File: config.mk
export PLATFORM = sky130hd
export DESIGN_NAME = cld_instruction_decoder
export DESIGN_NICKNAME = d
export VERILOG_FILES = /design/src/logic/cld_pkg.sv /design/src/logic/cld_instruction_decoder.sv /design/src/logic/cld_strobe_sync.sv
export SDC_FILE = /design/constraint.sdc
export NUM_CORES = 2
export LEC_CHECK = 0
export BUFFER_PORTS_ARGS = -buffer_cell sky130_fd_sc_hd__buf_4
export CAP_MARGIN = 25
export CORE_ASPECT_RATIO = 0.8
export CORE_MARGIN = 10
export CORE_UTILIZATION = 47
export CTS_CLUSTER_DIAMETER = 40
export DETAILED_ROUTE_END_ITERATION = 16
export HOLD_SLACK_MARGIN = 0.15
export PLACE_DENSITY_LB_ADDON = 0.3
export SETUP_SLACK_MARGIN = 0.4
export SKIP_LAST_GASP = 1
export SLEW_MARGIN = 20
export SYNTH_ARGS = -nofsm -noshare
export SYNTH_HDL_FRONTEND = slang
export SYNTH_SLANG_ARGS = --single-unit
File: constraint.sdc
create_clock -name core_clk -period 17.2 [get_ports core_clk]
set_input_delay 3.44 -clock core_clk [delete_from_list [all_inputs] [get_ports core_clk]]
set_output_delay 3.44 -clock core_clk [all_outputs]
set_load 0.1 [all_outputs]
File: src/logic/cld_pkg.sv
/*
  constants, types and address helpers used by the character display
  instruction decoder; its strobe synchroniser does not use them.
  assumes a 100 mhz core clock and a 7-bit display address space.
*/
`default_nettype none

package cld_pkg;

  localparam int CLK_MHZ = 100;
  localparam int CLEAR_TIME_NS = 1530000;
  localparam int CMD_TIME_NS = 39000;
  localparam int DATA_TIME_NS = 43000;
  localparam int BLINK_HALF_US = 400000;
  localparam int CLEAR_CYCLES = (CLEAR_TIME_NS * CLK_MHZ + 999) / 1000;
  localparam int CMD_CYCLES = (CMD_TIME_NS * CLK_MHZ + 999) / 1000;
  localparam int DATA_CYCLES = (DATA_TIME_NS * CLK_MHZ + 999) / 1000;
  localparam int BLINK_HALF_CYCLES = BLINK_HALF_US * CLK_MHZ;
  localparam int BUSY_W = 18;
  localparam int BLINK_W = 26;

  localparam int TEXT_DEPTH = 128;
  localparam int GLYPH_DEPTH = 64;
  localparam int GLYPH_AW = 6;
  localparam int NIB_W = 4;

  localparam logic [7:0] SPACE_CODE = 8'h20;
  localparam logic [6:0] ADDR_ZERO = 7'h00;
  localparam logic [6:0] ADDR_ONE = 7'h01;
  localparam logic [6:0] TEXT_LAST = 7'h7f;
  localparam logic [6:0] ONE_LINE_LAST = 7'h4f;
  localparam logic [6:0] LINE1_LAST = 7'h27;
  localparam logic [6:0] LINE2_FIRST = 7'h40;
  localparam logic [6:0] LINE2_LAST = 7'h67;
  localparam logic [6:0] ONE_LINE_SPAN = 7'h50;
  localparam logic [6:0] TWO_LINE_SPAN = 7'h28;
  localparam logic [5:0] GLYPH_ONE = 6'h01;

  // instruction opcode bits, highest set bit wins
  localparam int B_CLEAR = 0;
  localparam int B_HOME = 1;
  localparam int B_ENTRY = 2;
  localparam int B_DISP = 3;
  localparam int B_SHIFT = 4;
  localparam int B_FUNC = 5;
  localparam int B_GLYPH = 6;
  localparam int B_TEXT = 7;
  // argument fields
  localparam int F_ENTRY_INC = 1;
  localparam int F_ENTRY_PAN = 0;
  localparam int F_DISP_ON = 2;
  localparam int F_DISP_CURSOR = 1;
  localparam int F_DISP_BLINK = 0;
  localparam int F_SHIFT_DISPLAY = 3;
  localparam int F_SHIFT_RIGHT = 2;
  localparam int F_FUNC_WIDTH = 4;
  localparam int F_FUNC_LINES = 3;
  localparam int F_FUNC_FONT = 2;
  localparam int F_BUSY = 7;

  // reset values of the mode flags
  localparam logic RST_ENTRY_INC = 1'h1;
  localparam logic RST_BUS_8BIT = 1'h1;

  typedef enum logic [1:0] {CLD_IDLE, CLD_FILL, CLD_EXEC} cld_state_t;

  typedef enum logic [3:0] {
    CLD_OP_NONE, CLD_OP_STATUS, CLD_OP_DATA_WR, CLD_OP_DATA_RD,
    CLD_OP_CLEAR, CLD_OP_HOME, CLD_OP_ENTRY, CLD_OP_DISP,
    CLD_OP_SHIFT, CLD_OP_FUNC, CLD_OP_GLYPH_ADDR, CLD_OP_TEXT_ADDR
  } cld_op_t;

  function automatic cld_op_t cld_decode(input logic sel, input logic rd, input logic [7:0] b);
    cld_op_t op;
    op = CLD_OP_NONE;
    if (sel) op = rd ? CLD_OP_DATA_RD : CLD_OP_DATA_WR;
    else if (rd) op = CLD_OP_STATUS;
    else if (b[B_TEXT]) op = CLD_OP_TEXT_ADDR;
    else if (b[B_GLYPH]) op = CLD_OP_GLYPH_ADDR;
    else if (b[B_FUNC]) op = CLD_OP_FUNC;
    else if (b[B_SHIFT]) op = CLD_OP_SHIFT;
    else if (b[B_DISP]) op = CLD_OP_DISP;
    else if (b[B_ENTRY]) op = CLD_OP_ENTRY;
    else if (b[B_HOME]) op = CLD_OP_HOME;
    else if (b[B_CLEAR]) op = CLD_OP_CLEAR;
    return op;
  endfunction

  // one step of the address counter, with line wrap in two-line mode
  function automatic logic [6:0] cld_step_addr(input logic [6:0] a, input logic up,
                                               input logic two, input logic glyph);
    logic [6:0] r;
    r = up ? a + ADDR_ONE : a - ADDR_ONE;
    if (glyph) r = {1'h0, up ? a[GLYPH_AW-1:0] + GLYPH_ONE : a[GLYPH_AW-1:0] - GLYPH_ONE};
    else if (two) begin
      if (up && a == LINE1_LAST) r = LINE2_FIRST;
      else if (up && a == LINE2_LAST) r = ADDR_ZERO;
      else if (!up && a == LINE2_FIRST) r = LINE1_LAST;
      else if (!up && a == ADDR_ZERO) r = LINE2_LAST;
    end else begin
      if (up && a == ONE_LINE_LAST) r = ADDR_ZERO;
      else if (!up && a == ADDR_ZERO) r = ONE_LINE_LAST;
    end
    return r;
  endfunction

  // display offset step, modulo the line span
  function automatic logic [6:0] cld_step_offset(input logic [6:0] off, input logic up,
                                                 input logic [6:0] span);
    logic [6:0] r;
    if (up) r = (off >= span - ADDR_ONE) ? ADDR_ZERO : off + ADDR_ONE;
    else r = (off == ADDR_ZERO) ? span - ADDR_ONE : off - ADDR_ONE;
    return r;
  endfunction

endpackage

`default_nettype wire

File: src/logic/cld_instruction_decoder.sv
/*
  host instruction interpreter of a character display controller: decodes
  instructions, keeps the address counter, display offset, busy flag, text
  and glyph memories, and the status and data read path.
  assumes the host keeps select, read/write and data stable from the strobe
  rise until three core clocks after its fall.
*/
`default_nettype none

// Functional notes
// - clear fills text with spaces, counter zero
// - clear sets increment, cursor to home
// - home zeroes counter and offset, selects text memory
// - entry mode stores step direction flag
// - pan only on text write with pan set
// - display control latches on, cursor, blink
// - blink alternates cursor cell with all dots
// - shift moves cursor or whole display
// - display shift keeps counter, all lines together
// - two-line cursor wraps line one to two
// - function set picks 8-bit or nibble pairs
// - function set picks line count and font
// - glyph address set loads six bits
// - text address set loads seven bits
// - one-line text addresses run contiguous
// - two-line text addresses split in two
// - status read gives busy and counter
// - data write goes to selected memory
// - data access steps counter by direction
// - glyph access mirrors text access
// - busy lasts per instruction class
// - data read returns latch, first invalid
module cld_instruction_decoder #(
  parameter int CLEAR_CYCLES = cld_pkg::CLEAR_CYCLES,
  parameter int CMD_CYCLES = cld_pkg::CMD_CYCLES,
  parameter int DATA_CYCLES = cld_pkg::DATA_CYCLES,
  parameter int BLINK_HALF_CYCLES = cld_pkg::BLINK_HALF_CYCLES
) (
  input wire logic core_clk,
  input wire logic resetn,
  input wire logic register_select,
  input wire logic rw_select,
  input wire logic enable_strobe,
  input wire logic [7:0] host_bus_lines_in,
  output logic [7:0] host_bus_lines_out,
  output logic host_bus_lines_oe,
  output logic busy_indicator,
  output logic [6:0] address_counter,
  output logic [6:0] shift_offset,
  output logic glyph_target,
  output logic entry_increment,
  output logic auto_pan_enable,
  output logic display_on,
  output logic cursor_visible,
  output logic blink_enable,
  output logic bus_width_select,
  output logic two_line_mode,
  output logic large_font,
  input wire logic scan_line,
  input wire logic [6:0] scan_col,
  output logic [7:0] scan_char,
  output logic scan_cursor,
  output logic scan_all_dots,
  output logic scan_blank,
  input wire logic [5:0] glyph_rd_addr,
  output logic [7:0] glyph_rd_data
);

  localparam int BW = cld_pkg::BUSY_W;
  localparam int KW = cld_pkg::BLINK_W;
  localparam int NW = cld_pkg::NIB_W;
  localparam int GW = cld_pkg::GLYPH_AW;

  logic strobe_s;
  logic strobe_fall;
  logic sel_hold_reg;
  logic rw_hold_reg;
  logic [7:0] bus_hold_reg;
  logic nib_phase_reg;
  logic [NW-1:0] nib_hi_reg;
  logic exec;
  logic [7:0] cmd_byte;
  cld_pkg::cld_op_t op;
  logic acc_op;
  logic [BW-1:0] load_cnt;
  cld_pkg::cld_state_t state_reg;
  logic busy_reg;
  logic [BW-1:0] busy_cnt_reg;
  logic [6:0] fill_addr_reg;
  logic [6:0] address_counter_reg;
  logic [6:0] shift_offset_reg;
  logic glyph_target_reg;
  logic entry_inc_reg;
  logic auto_pan_reg;
  logic display_on_reg;
  logic cursor_on_reg;
  logic blink_on_reg;
  logic bus_8bit_reg;
  logic two_line_reg;
  logic large_font_reg;
  logic [7:0] text_ram [cld_pkg::TEXT_DEPTH];
  logic [7:0] glyph_ram [cld_pkg::GLYPH_DEPTH];
  logic reload_reg;
  logic [7:0] data_latch_reg;
  logic [7:0] status_word;
  logic [7:0] read_word;
  logic [7:0] bus_out_reg;
  logic bus_oe_reg;
  logic [KW-1:0] blink_cnt_reg;
  logic blink_phase_reg;
  logic [6:0] span;
  logic [6:0] step_data;
  logic [6:0] scan_eff;
  logic [7:0] scan_sum;
  logic [6:0] scan_addr;
  logic [7:0] scan_char_reg;
  logic scan_cursor_reg;
  logic scan_all_dots_reg;
  logic scan_blank_reg;
  logic [7:0] glyph_rd_reg;

  cld_strobe_sync u_sync (
    .core_clk(core_clk),
    .resetn(resetn),
    .strobe_in(enable_strobe),
    .strobe_level(strobe_s),
    .strobe_fall(strobe_fall)
  );

  // sample pins while the strobe is high, used at its fall
  always_ff @(posedge core_clk) begin
    if (!resetn) begin
      sel_hold_reg <= 1'h0;
      rw_hold_reg <= 1'h0;
      bus_hold_reg <= 8'h00;
    end else if (strobe_s) begin
      sel_hold_reg <= register_select;
      rw_hold_reg <= rw_select;
      bus_hold_reg <= host_bus_lines_in;
    end
  end

  // nibble pairing: high nibble first on the upper lines
  always_ff @(posedge core_clk) begin
    if (!resetn) begin
      nib_phase_reg <= 1'h0;
      nib_hi_reg <= 4'h0;
    end else if (strobe_fall) begin
      if (bus_8bit_reg || nib_phase_reg) begin
        nib_phase_reg <= 1'h0;
      end else begin
        nib_phase_reg <= 1'h1;
        nib_hi_reg <= bus_hold_reg[7:NW];
      end
    end
  end

  assign exec = strobe_fall && (bus_8bit_reg || nib_phase_reg);
  assign cmd_byte = bus_8bit_reg ? bus_hold_reg : {nib_hi_reg, bus_hold_reg[7:NW]};
  assign op = cld_pkg::cld_decode(sel_hold_reg, rw_hold_reg, cmd_byte);
  // instructions offered while busy are dropped; status reads always pass
  assign acc_op = exec && !busy_reg && op != cld_pkg::CLD_OP_STATUS
                  && op != cld_pkg::CLD_OP_NONE;
  assign span = two_line_reg ? cld_pkg::TWO_LINE_SPAN : cld_pkg::ONE_LINE_SPAN;
  assign step_data = cld_pkg::cld_step_addr(address_counter_reg, entry_inc_reg,
                                            two_line_reg, glyph_target_reg);

  // busy time per instruction class
  always_comb begin
    load_cnt = BW'(CMD_CYCLES - 1);
    if (op == cld_pkg::CLD_OP_CLEAR || op == cld_pkg::CLD_OP_HOME) begin
      load_cnt = BW'(CLEAR_CYCLES - 1);
    end else if (op == cld_pkg::CLD_OP_DATA_WR || op == cld_pkg::CLD_OP_DATA_RD) begin
      load_cnt = BW'(DATA_CYCLES - 1);
    end
  end

  // busy flag and clear fill sequence
  always_ff @(posedge core_clk) begin
    if (!resetn) begin
      state_reg <= cld_pkg::CLD_IDLE;
      busy_reg <= 1'h0;
      busy_cnt_reg <= {BW{1'h0}};
      fill_addr_reg <= cld_pkg::ADDR_ZERO;
    end else if (acc_op) begin
      busy_reg <= 1'h1;
      busy_cnt_reg <= load_cnt;
      fill_addr_reg <= cld_pkg::ADDR_ZERO;
      state_reg <= (op == cld_pkg::CLD_OP_CLEAR) ? cld_pkg::CLD_FILL : cld_pkg::CLD_EXEC;
    end else begin
      case (state_reg)
        cld_pkg::CLD_FILL: begin
          if (busy_cnt_reg != {BW{1'h0}}) busy_cnt_reg <= busy_cnt_reg - BW'(1);
          fill_addr_reg <= fill_addr_reg + cld_pkg::ADDR_ONE;
          if (fill_addr_reg == cld_pkg::TEXT_LAST) state_reg <= cld_pkg::CLD_EXEC;
        end
        cld_pkg::CLD_EXEC: begin
          if (busy_cnt_reg == {BW{1'h0}}) begin
            state_reg <= cld_pkg::CLD_IDLE;
            busy_reg <= 1'h0;
          end else begin
            busy_cnt_reg <= busy_cnt_reg - BW'(1);
          end
        end
        default: busy_reg <= 1'h0;
      endcase
    end
  end

  // address counter and memory target
  always_ff @(posedge core_clk) begin
    if (!resetn) begin
      address_counter_reg <= cld_pkg::ADDR_ZERO;
      glyph_target_reg <= 1'h0;
    end else if (acc_op) begin
      case (op)
        cld_pkg::CLD_OP_CLEAR, cld_pkg::CLD_OP_HOME: begin
          address_counter_reg <= cld_pkg::ADDR_ZERO;
          glyph_target_reg <= 1'h0;
        end
        cld_pkg::CLD_OP_SHIFT: begin
          if (!cmd_byte[cld_pkg::F_SHIFT_DISPLAY]) begin
            address_counter_reg <= cld_pkg::cld_step_addr(address_counter_reg,
              cmd_byte[cld_pkg::F_SHIFT_RIGHT], two_line_reg, glyph_target_reg);
          end
        end
        cld_pkg::CLD_OP_GLYPH_ADDR: begin
          address_counter_reg <= {1'h0, cmd_byte[GW-1:0]};
          glyph_target_reg <= 1'h1;
        end
        cld_pkg::CLD_OP_TEXT_ADDR: begin
          address_counter_reg <= cmd_byte[6:0];
          glyph_target_reg <= 1'h0;
        end
        cld_pkg::CLD_OP_DATA_WR, cld_pkg::CLD_OP_DATA_RD: begin
          address_counter_reg <= step_data;
        end
        default: address_counter_reg <= address_counter_reg;
      endcase
    end
  end

  // mode flags from entry, display and function set
  always_ff @(posedge core_clk) begin
    if (!resetn) begin
      entry_inc_reg <= cld_pkg::RST_ENTRY_INC;
      auto_pan_reg <= 1'h0;
      display_on_reg <= 1'h0;
      cursor_on_reg <= 1'h0;
      blink_on_reg <= 1'h0;
      bus_8bit_reg <= cld_pkg::RST_BUS_8BIT;
      two_line_reg <= 1'h0;
      large_font_reg <= 1'h0;
    end else if (acc_op) begin
      if (op == cld_pkg::CLD_OP_CLEAR) entry_inc_reg <= 1'h1;
      if (op == cld_pkg::CLD_OP_ENTRY) begin
        entry_inc_reg <= cmd_byte[cld_pkg::F_ENTRY_INC];
        auto_pan_reg <= cmd_byte[cld_pkg::F_ENTRY_PAN];
      end
      if (op == cld_pkg::CLD_OP_DISP) begin
        display_on_reg <= cmd_byte[cld_pkg::F_DISP_ON];
        cursor_on_reg <= cmd_byte[cld_pkg::F_DISP_CURSOR];
        blink_on_reg <= cmd_byte[cld_pkg::F_DISP_BLINK];
      end
      if (op == cld_pkg::CLD_OP_FUNC) begin
        bus_8bit_reg <= cmd_byte[cld_pkg::F_FUNC_WIDTH];
        two_line_reg <= cmd_byte[cld_pkg::F_FUNC_LINES];
        large_font_reg <= cmd_byte[cld_pkg::F_FUNC_FONT];
      end
    end
  end

  // display offset: shift instruction, auto pan, reset by clear and home
  always_ff @(posedge core_clk) begin
    if (!resetn) begin
      shift_offset_reg <= cld_pkg::ADDR_ZERO;
    end else if (acc_op) begin
      if (op == cld_pkg::CLD_OP_CLEAR || op == cld_pkg::CLD_OP_HOME) begin
        shift_offset_reg <= cld_pkg::ADDR_ZERO;
      end else if (op == cld_pkg::CLD_OP_SHIFT && cmd_byte[cld_pkg::F_SHIFT_DISPLAY]) begin
        shift_offset_reg <= cld_pkg::cld_step_offset(shift_offset_reg,
          !cmd_byte[cld_pkg::F_SHIFT_RIGHT], span);
      end else if (op == cld_pkg::CLD_OP_DATA_WR && auto_pan_reg && !glyph_target_reg) begin
        shift_offset_reg <= cld_pkg::cld_step_offset(shift_offset_reg,
          entry_inc_reg, span);
      end
    end
  end

  // memories: space fill during clear, data writes to the chosen memory
  always_ff @(posedge core_clk) begin
    if (state_reg == cld_pkg::CLD_FILL) begin
      text_ram[fill_addr_reg] <= cld_pkg::SPACE_CODE;
    end else if (acc_op && op == cld_pkg::CLD_OP_DATA_WR && !glyph_target_reg) begin
      text_ram[address_counter_reg] <= cmd_byte;
    end
    if (acc_op && op == cld_pkg::CLD_OP_DATA_WR && glyph_target_reg) begin
      glyph_ram[address_counter_reg[GW-1:0]] <= cmd_byte;
    end
  end

  // read latch refills after address set, cursor shift and data read
  always_ff @(posedge core_clk) begin
    if (!resetn) begin
      reload_reg <= 1'h0;
      data_latch_reg <= 8'h00;
    end else begin
      reload_reg <= acc_op && (op == cld_pkg::CLD_OP_TEXT_ADDR
        || op == cld_pkg::CLD_OP_GLYPH_ADDR || op == cld_pkg::CLD_OP_DATA_RD
        || (op == cld_pkg::CLD_OP_SHIFT && !cmd_byte[cld_pkg::F_SHIFT_DISPLAY]));
      if (reload_reg) begin
        data_latch_reg <= glyph_target_reg ? glyph_ram[address_counter_reg[GW-1:0]]
                                           : text_ram[address_counter_reg];
      end
    end
  end

  assign status_word = {busy_reg, address_counter_reg};
  assign read_word = register_select ? data_latch_reg : status_word;

  // read data driven while the strobe is high
  always_ff @(posedge core_clk) begin
    if (!resetn) begin
      bus_out_reg <= 8'h00;
      bus_oe_reg <= 1'h0;
    end else begin
      bus_oe_reg <= strobe_s && rw_select;
      bus_out_reg <= (bus_8bit_reg || !nib_phase_reg) ? read_word
                                                      : {read_word[NW-1:0], 4'h0};
    end
  end

  // blink phase generator
  always_ff @(posedge core_clk) begin
    if (!resetn) begin
      blink_cnt_reg <= {KW{1'h0}};
      blink_phase_reg <= 1'h0;
    end else if (blink_cnt_reg >= KW'(BLINK_HALF_CYCLES - 1)) begin
      blink_cnt_reg <= {KW{1'h0}};
      blink_phase_reg <= !blink_phase_reg;
    end else begin
      blink_cnt_reg <= blink_cnt_reg + KW'(1);
    end
  end

  // panel scan: every line moved by the same offset
  always_comb begin
    scan_sum = {1'h0, scan_col} + {1'h0, shift_offset_reg};
    if (scan_sum >= {1'h0, span}) scan_sum = scan_sum - {1'h0, span};
    scan_eff = scan_sum[6:0];
    scan_addr = (two_line_reg && scan_line) ? cld_pkg::LINE2_FIRST + scan_eff : scan_eff;
  end

  always_ff @(posedge core_clk) begin
    if (!resetn) begin
      scan_char_reg <= 8'h00;
      scan_cursor_reg <= 1'h0;
      scan_all_dots_reg <= 1'h0;
      scan_blank_reg <= 1'h1;
      glyph_rd_reg <= 8'h00;
    end else begin
      scan_char_reg <= text_ram[scan_addr];
      scan_cursor_reg <= cursor_on_reg && scan_addr == address_counter_reg;
      scan_all_dots_reg <= blink_on_reg && blink_phase_reg
                           && scan_addr == address_counter_reg;
      scan_blank_reg <= !display_on_reg;
      glyph_rd_reg <= glyph_ram[glyph_rd_addr];
    end
  end

  assign host_bus_lines_out = bus_out_reg;
  assign host_bus_lines_oe = bus_oe_reg;
  assign busy_indicator = busy_reg;
  assign address_counter = address_counter_reg;
  assign shift_offset = shift_offset_reg;
  assign glyph_target = glyph_target_reg;
  assign entry_increment = entry_inc_reg;
  assign auto_pan_enable = auto_pan_reg;
  assign display_on = display_on_reg;
  assign cursor_visible = cursor_on_reg;
  assign blink_enable = blink_on_reg;
  assign bus_width_select = bus_8bit_reg;
  assign two_line_mode = two_line_reg;
  assign large_font = large_font_reg;
  assign scan_char = scan_char_reg;
  assign scan_cursor = scan_cursor_reg;
  assign scan_all_dots = scan_all_dots_reg;
  assign scan_blank = scan_blank_reg;
  assign glyph_rd_data = glyph_rd_reg;

  logic clear_acc;
  logic home_acc;
  logic dshift_acc;
  logic data_acc;
  assign clear_acc = acc_op && op == cld_pkg::CLD_OP_CLEAR;
  assign home_acc = acc_op && op == cld_pkg::CLD_OP_HOME;
  assign dshift_acc = acc_op && op == cld_pkg::CLD_OP_SHIFT
                      && cmd_byte[cld_pkg::F_SHIFT_DISPLAY];
  assign data_acc = acc_op && (op == cld_pkg::CLD_OP_DATA_WR || op == cld_pkg::CLD_OP_DATA_RD);
endmodule

`default_nettype wire

File: src/logic/cld_strobe_sync.sv
/*
  two-flop synchroniser for the host enable strobe with falling edge pulse.
  assumes the strobe is asynchronous to core_clk and held high or low for
  at least three core clock cycles.
*/
`default_nettype none

module cld_strobe_sync (
  input wire logic core_clk,
  input wire logic resetn,
  input wire logic strobe_in,
  output logic strobe_level,
  output logic strobe_fall
);

  logic meta_reg;
  logic level_reg;
  logic last_reg;

  // synchronise the host strobe before use
  always_ff @(posedge core_clk) begin
    if (!resetn) begin
      meta_reg <= 1'h0;
      level_reg <= 1'h0;
      last_reg <= 1'h0;
    end else begin
      meta_reg <= strobe_in;
      level_reg <= meta_reg;
      last_reg <= level_reg;
    end
  end

  assign strobe_level = level_reg;
  assign strobe_fall = last_reg && !level_reg;

endmodule

`default_nettype wire

Yosys cells after proc, flatten, opt, wreduce, memory -nomap -nowiden
Memory sizes are Yosys's and may differ from the RTL's. A register that Yosys moved wholly into a read port is not among the register bits. Index checks and enable logic that the tools add are counted.

Output and inout bits: 52. Bits in registers: 117. Memories: 2. RAM bits: 1536. Word-level logic and storage cells: 231.

Memories: text_ram (words 128, width 8, rd ports 2, clocked after memory_dff 2, wr ports 1, RTL line cld_instruction_decoder.sv:101) `logic [7:0] text_ram [cld_pkg::TEXT_DEPTH];`; glyph_ram (words 64, width 8, rd ports 2, clocked after memory_dff 2, wr ports 1, RTL line cld_instruction_decoder.sv:102) `logic [7:0] glyph_ram [cld_pkg::GLYPH_DEPTH];`.

Multiplexer cells: 79. Reduce and logical (&&, ||, !) cells: 74. Bitwise operators: 2. $add $sub $neg: 13. Order comparisons: 3. Eq/ne operators: 25.

Operators with widths (count): two-way mux 7 bit (32); two-way mux 18 bit (4); two-way mux 8 bit (5); case mux 18 bit (2 select lines) (1); case mux 7 bit (5 select lines) (1); == test 7 bit (second input constant) (4); logical AND 1 bit (28); adder 26 x 1 -> 26 bit (second input constant) (1); greater-or-equal comparator 26 bit (second input constant) (1); two-way mux 4 bit (6); two-way mux 6 bit (4); adder 7 x 1 -> 7 bit (second input constant) (3); subtractor 7 x 1 -> 7 bit (second input constant) (3); logical NOT 18 bit (1); AND reduction 2 bit (9); nonzero test 18 bit (1); subtractor 18 x 1 -> 18 bit (second input constant) (1); == test 4 x 3 -> 1 bit (second input constant) (4); == test 4 bit (second input constant) (4); logical NOT 7 bit (2); two-way mux 1 bit (14); two-way mux 13 bit (1); two-way mux 3 bit (4); != test 3 bit (second input constant) (4); 28 further kinds (58).

Logic depth before layout (Yosys ltp)
Depth after elaboration: 21. Depth in mapped cells: 19.

Modules after synthesis
A second synthesis with hierarchy kept.

Cells, all modules: 4415. Area, all modules: 79297.3 um^2.

Modules (own cells, without submodules): cld_instruction_decoder (seq. area each 48866.9 um^2, times used 1, area an instance 79208.5 um^2, cells each 4408); cld_strobe_sync (seq. area each 60.1 um^2, times used 1, area an instance 88.8 um^2, cells each 7).

Worst setup path before layout
OpenSTA, ideal clock, no wires.

Path kind: input -> register. Start point: input scan_col[0]. End point: register scan_char_reg[1] (netlist: scan_char[1]) (read register of text_ram). Path slack: 10005 ps. Library setup time: 134 ps. Buffers on the path: 2. Arrival: 7061 ps. Cell stages on the path: 17. Path through: ha_1 > fa_1 > a21o_1 > a21oi_1 > xnor2_1 > ha_1 > nor2b_1 > o31a_1 > nor2_4 > nand2_2 > a22oi_2 > buf_4 > buf_4 > mux2i_1 > mux2i_1 > a22o_1 > or4_1.

Cells in the longest elaborated chain, start to end: 5.

Ends and longest elaborated chain: start: declaration (RTL line cld_instruction_decoder.sv:60) `input wire logic [6:0] scan_col,`; adder 7 x 7 -> 8 bit * (RTL line cld_instruction_decoder.sv:348) `scan_sum = {1'h0, scan_col} + {1'h0, shift_offset_reg};`; subtractor 7 bit or greater-or-equal comparator 8 x 7 -> 1 bit (tied branches) (RTL line cld_instruction_decoder.sv:349) `if (scan_sum >= {1'h0, span}) scan_sum = scan_sum - {1'h0, span};`; two-way mux 7 bit * (RTL line cld_instruction_decoder.sv:349); adder 7 bit (RTL line cld_instruction_decoder.sv:351) `scan_addr = (two_line_reg && scan_line) ? cld_pkg::LINE2_FIRST + scan_eff : scan_eff;`; two-way mux 7 bit * (RTL line cld_instruction_decoder.sv:351); end: declaration (RTL line cld_instruction_decoder.sv:116) `logic [7:0] scan_char_reg;`.

Mark *: on every way between the ends. The rest lies on a longest branch, timed or not. A chain may end at the register's enable or synchronous reset.

Final worst setup path
Start point: input scan_col[0]. End point: register scan_char_reg[2] (netlist: scan_char[2]) (read register of text_ram).

Same word-level chain as after synthesis.

==> results.json <==
{
  "status": "completed",
  "syn_nets": 4416,
  "grt_pass1_wl_um": 330000,
  "antenna_found_initial": 7,
  "firstDrtPassIters": 8,
  "drv_slew": 0,
  "gp_congestion": 0.926,
  "critPathArrivalTime_ps": 8890,
  "min_period_ps": 8130,
  "power_density_mw_per_mm2": 104,
  "start_util_pct": 47.4,
  "netlist_area_mm2": 0.0793,
  "htreeDepth": 4,
  "final_common_cell": "edfxtp_1",
  "synth-main-ff-cell": "edfxtp_1",
  "setup_viol": 0,
  "ys_seq_area_share_pct": 61.7,
  "fin_skew_ps": 61.5,
  "postSynthAreaPerCell_um2": 18.2,
  "ys_types": 77,
  "wl_um": 230000,
  "hold_viol": 0,
  "syn_inst": 4366,
  "dp.cells": 6447,
  "grt_pass1_vias": 45000,
  "final_cells": 6847,
  "synth.ff_latch_count": 1676,
  "core_mm2": 0.167,
  "die_w_um": 479,
  "cp-end-kind": "flop",
  "cts-hold-fix-buffers": 0,
  "drive_above_1_share_pct": 32.4,
  "cts_tree": "yes",
  "clk-insertion-delay-late_ps": 860,
  "vias": 46800,
  "crit_type": "in2reg",
  "slew-limit-headroom_pct": 18.4,
  "area_growth_syn_to_layout_pct": 12.8,
  "critPathMaxStageDelay_ps": 760,
  "cts_resized": 0,
  "synth_edf_count": 1536,
  "min_period_over_period_pct": 47.3,
  "drc": 0,
  "cts.root.buffer_cell": "clkbuf_16",
  "vias_per_cell": 6.83,
  "ios": 79,
  "clk_transition_reported_paths_ps": 60,
  "cts_setup_buffers": 0,
  "yosys_warnings": 0,
  "hold_path_class": "reg2reg",
  "portBuffers": 78,
  "grt_overflow": 0,
  "tightest_slew_ps": 1220,
  "dr.first_iter.drc_count": 7417,
  "wl_per_cell_um": 33.6,
  "numClockSinks": 1676,
  "cp_common_cell": "buf_4",
  "rsz0062_at_grt": "false",
  "nets": 4471,
  "grt_max_degree": 135,
  "p_leak_uw": 0.0291,
  "cts_buffers": 206,
  "tns_ps": 0,
  "rows": 134,
  "track_usage_pct": 24.3,
  "dp_hpwl_um": 148000,
  "synthArstFlopShare_pct": 0,
  "crit_path_max_fanout": 65,
  "die_h_um": 387,
  "max_freq_mhz": 123,
  "cap_viol_max_count": 0,
  "ir_worst_vdd_v": 0.000106,
  "required_ps": 17960,
  "mostFrequentLayoutCells": "edfxtp_1, mux4_2, nor2_1",
  "worst_setup_path_start_kind": "input pin",
  "clockBufferDepth": 3,
  "ant_nets": 0,
  "cpMaxStageDelayCell": "o32ai_1",
  "worstPathCellList": "buf_4 -> ha_4 -> fa_4 -> a211oi_1 -> o21bai_1 -> a21oi_1 -> xnor2_1 -> ha_1 -> nand4_1 -> o41ai_2 -> nor2_4 -> a21o_2 -> buf_4 -> nand2_4 -> buf_4 -> a21boi_0 -> o32ai_1 -> nor3_1 -> o2111ai_1",
  "largest_reg_flops": 1024,
  "holdWs_ps": 400,
  "dieArea_mm2": 0.186
}
stage by stage:
stage	util (%)	cell area (um2)	total power (uW)	setup slack, ps
6_report	53.5	89500	9320	9070
5_1_grt	53.5	89500	9560	8850
4_1_cts	53.4	89400	9360	9370
3_5_place_dp	49.1	82200	4930	8500
3_3_place_gp	49.1	82200	4930	8540
2_1_floorplan	-	79300	4800	10000
per-layer routing:
layer | track usage [%] | vias up | wire length, um
met5 | 0 | - | 13
met1 | 36.4 | 24700 | 92700
met3 | 6.80 | 414 | 29300
met2 | 34.4 | 3148 | 101000
li1 | - | 18500 | -
met4 | 7.32 | 2 | 7180
where the power goes:
group | total [uW] | leakage, uW | switching [uW] | internal (uW)
Combinational | 441 | 0.00956 | 276 | 165
Sequential | 4410 | 0.0161 | 11.8 | 4400
Clock | 4470 | 0.00345 | 1860 | 2610
final timing paths:
path / start / to / slack (ps) / depth (start not counted)
worst min-delay path: display_on$_SDFFE_PN0P_ / scan_blank$_SDFF_PN1_ / 400 / 1
worst max-delay path: scan_col[0] / scan_char[2]$_SDFF_PN0_ / 9070 / 19
worst max register to register: shift_offset[2]$_SDFFE_PN0P_ / scan_char[2]$_SDFF_PN0_ / 11190 / 17
worst min register to register: display_on$_SDFFE_PN0P_ / scan_blank$_SDFF_PN1_ / 400 / 1
cells in the mapped netlist, drive strengths merged, types with 21 or more instances:
library cell | instances | area share, %
nand2 | 155 | 0.74
and2 | 21 | 0.17
buf | 153 | 0.98
o21ai | 68 | 0.43
nand3 | 69 | 0.44
and3 | 22 | 0.17
a21boi | 51 | 0.48
a21oi | 56 | 0.35
a22oi | 21 | 0.21
mux4 | 880 | 25
ha | 21 | 0.33
dfxtp | 140 | 3.5
mux2 | 24 | 0.34
edfxtp | 1536 | 58
a31oi | 48 | 0.38
nor3 | 46 | 0.30
clkbuf | 175 | 0.83
nor2 | 382 | 1.8
xnor2 | 37 | 0.41
mux2i | 158 | 2.0
inv | 25 | 0.12
xor2 | 31 | 0.35
cells by family (layout without fill, tap and decap cells):
logic type / count (synthesis) / in the layout / share of synthesized area (%)
adder cells (fa/ha/maj): 23 / 23 / 0.382
XOR/XNOR: 68 / 68 / 0.760
other: 0 / 3 / 0
multiplexers: 1062 / 1062 / 27.3
buffers and inverters: 358 / 592 / 1.95
AO/OA/AOI/OAI: 417 / 417 / 3.72
AND/OR/NAND/NOR: 762 / 762 / 4.20
flip-flops: 1676 / 1676 / 61.7
critical path: cells and delay by family:
family / cells / cell delay (ps)
simple gates: 4 / 850
fa+ha+maj: 3 / 980
compound gates: 8 / 2270
buf+inv: 3 / 1120
xor+xnor: 1 / 120
cell type report:
type | count | area, um2
fill | 13000 | 77800
sequential | 1676 | 48900
multi-input combinational | 2332 | 29000
clock buffer | 227 | 5280
tap | 2244 | 2810
clock inverter | 160 | 1890
timing repair buffer | 175 | 1440
inverter | 30 | 116
antenna | 3 | 7.51
(Power assumes the default switching activity.)
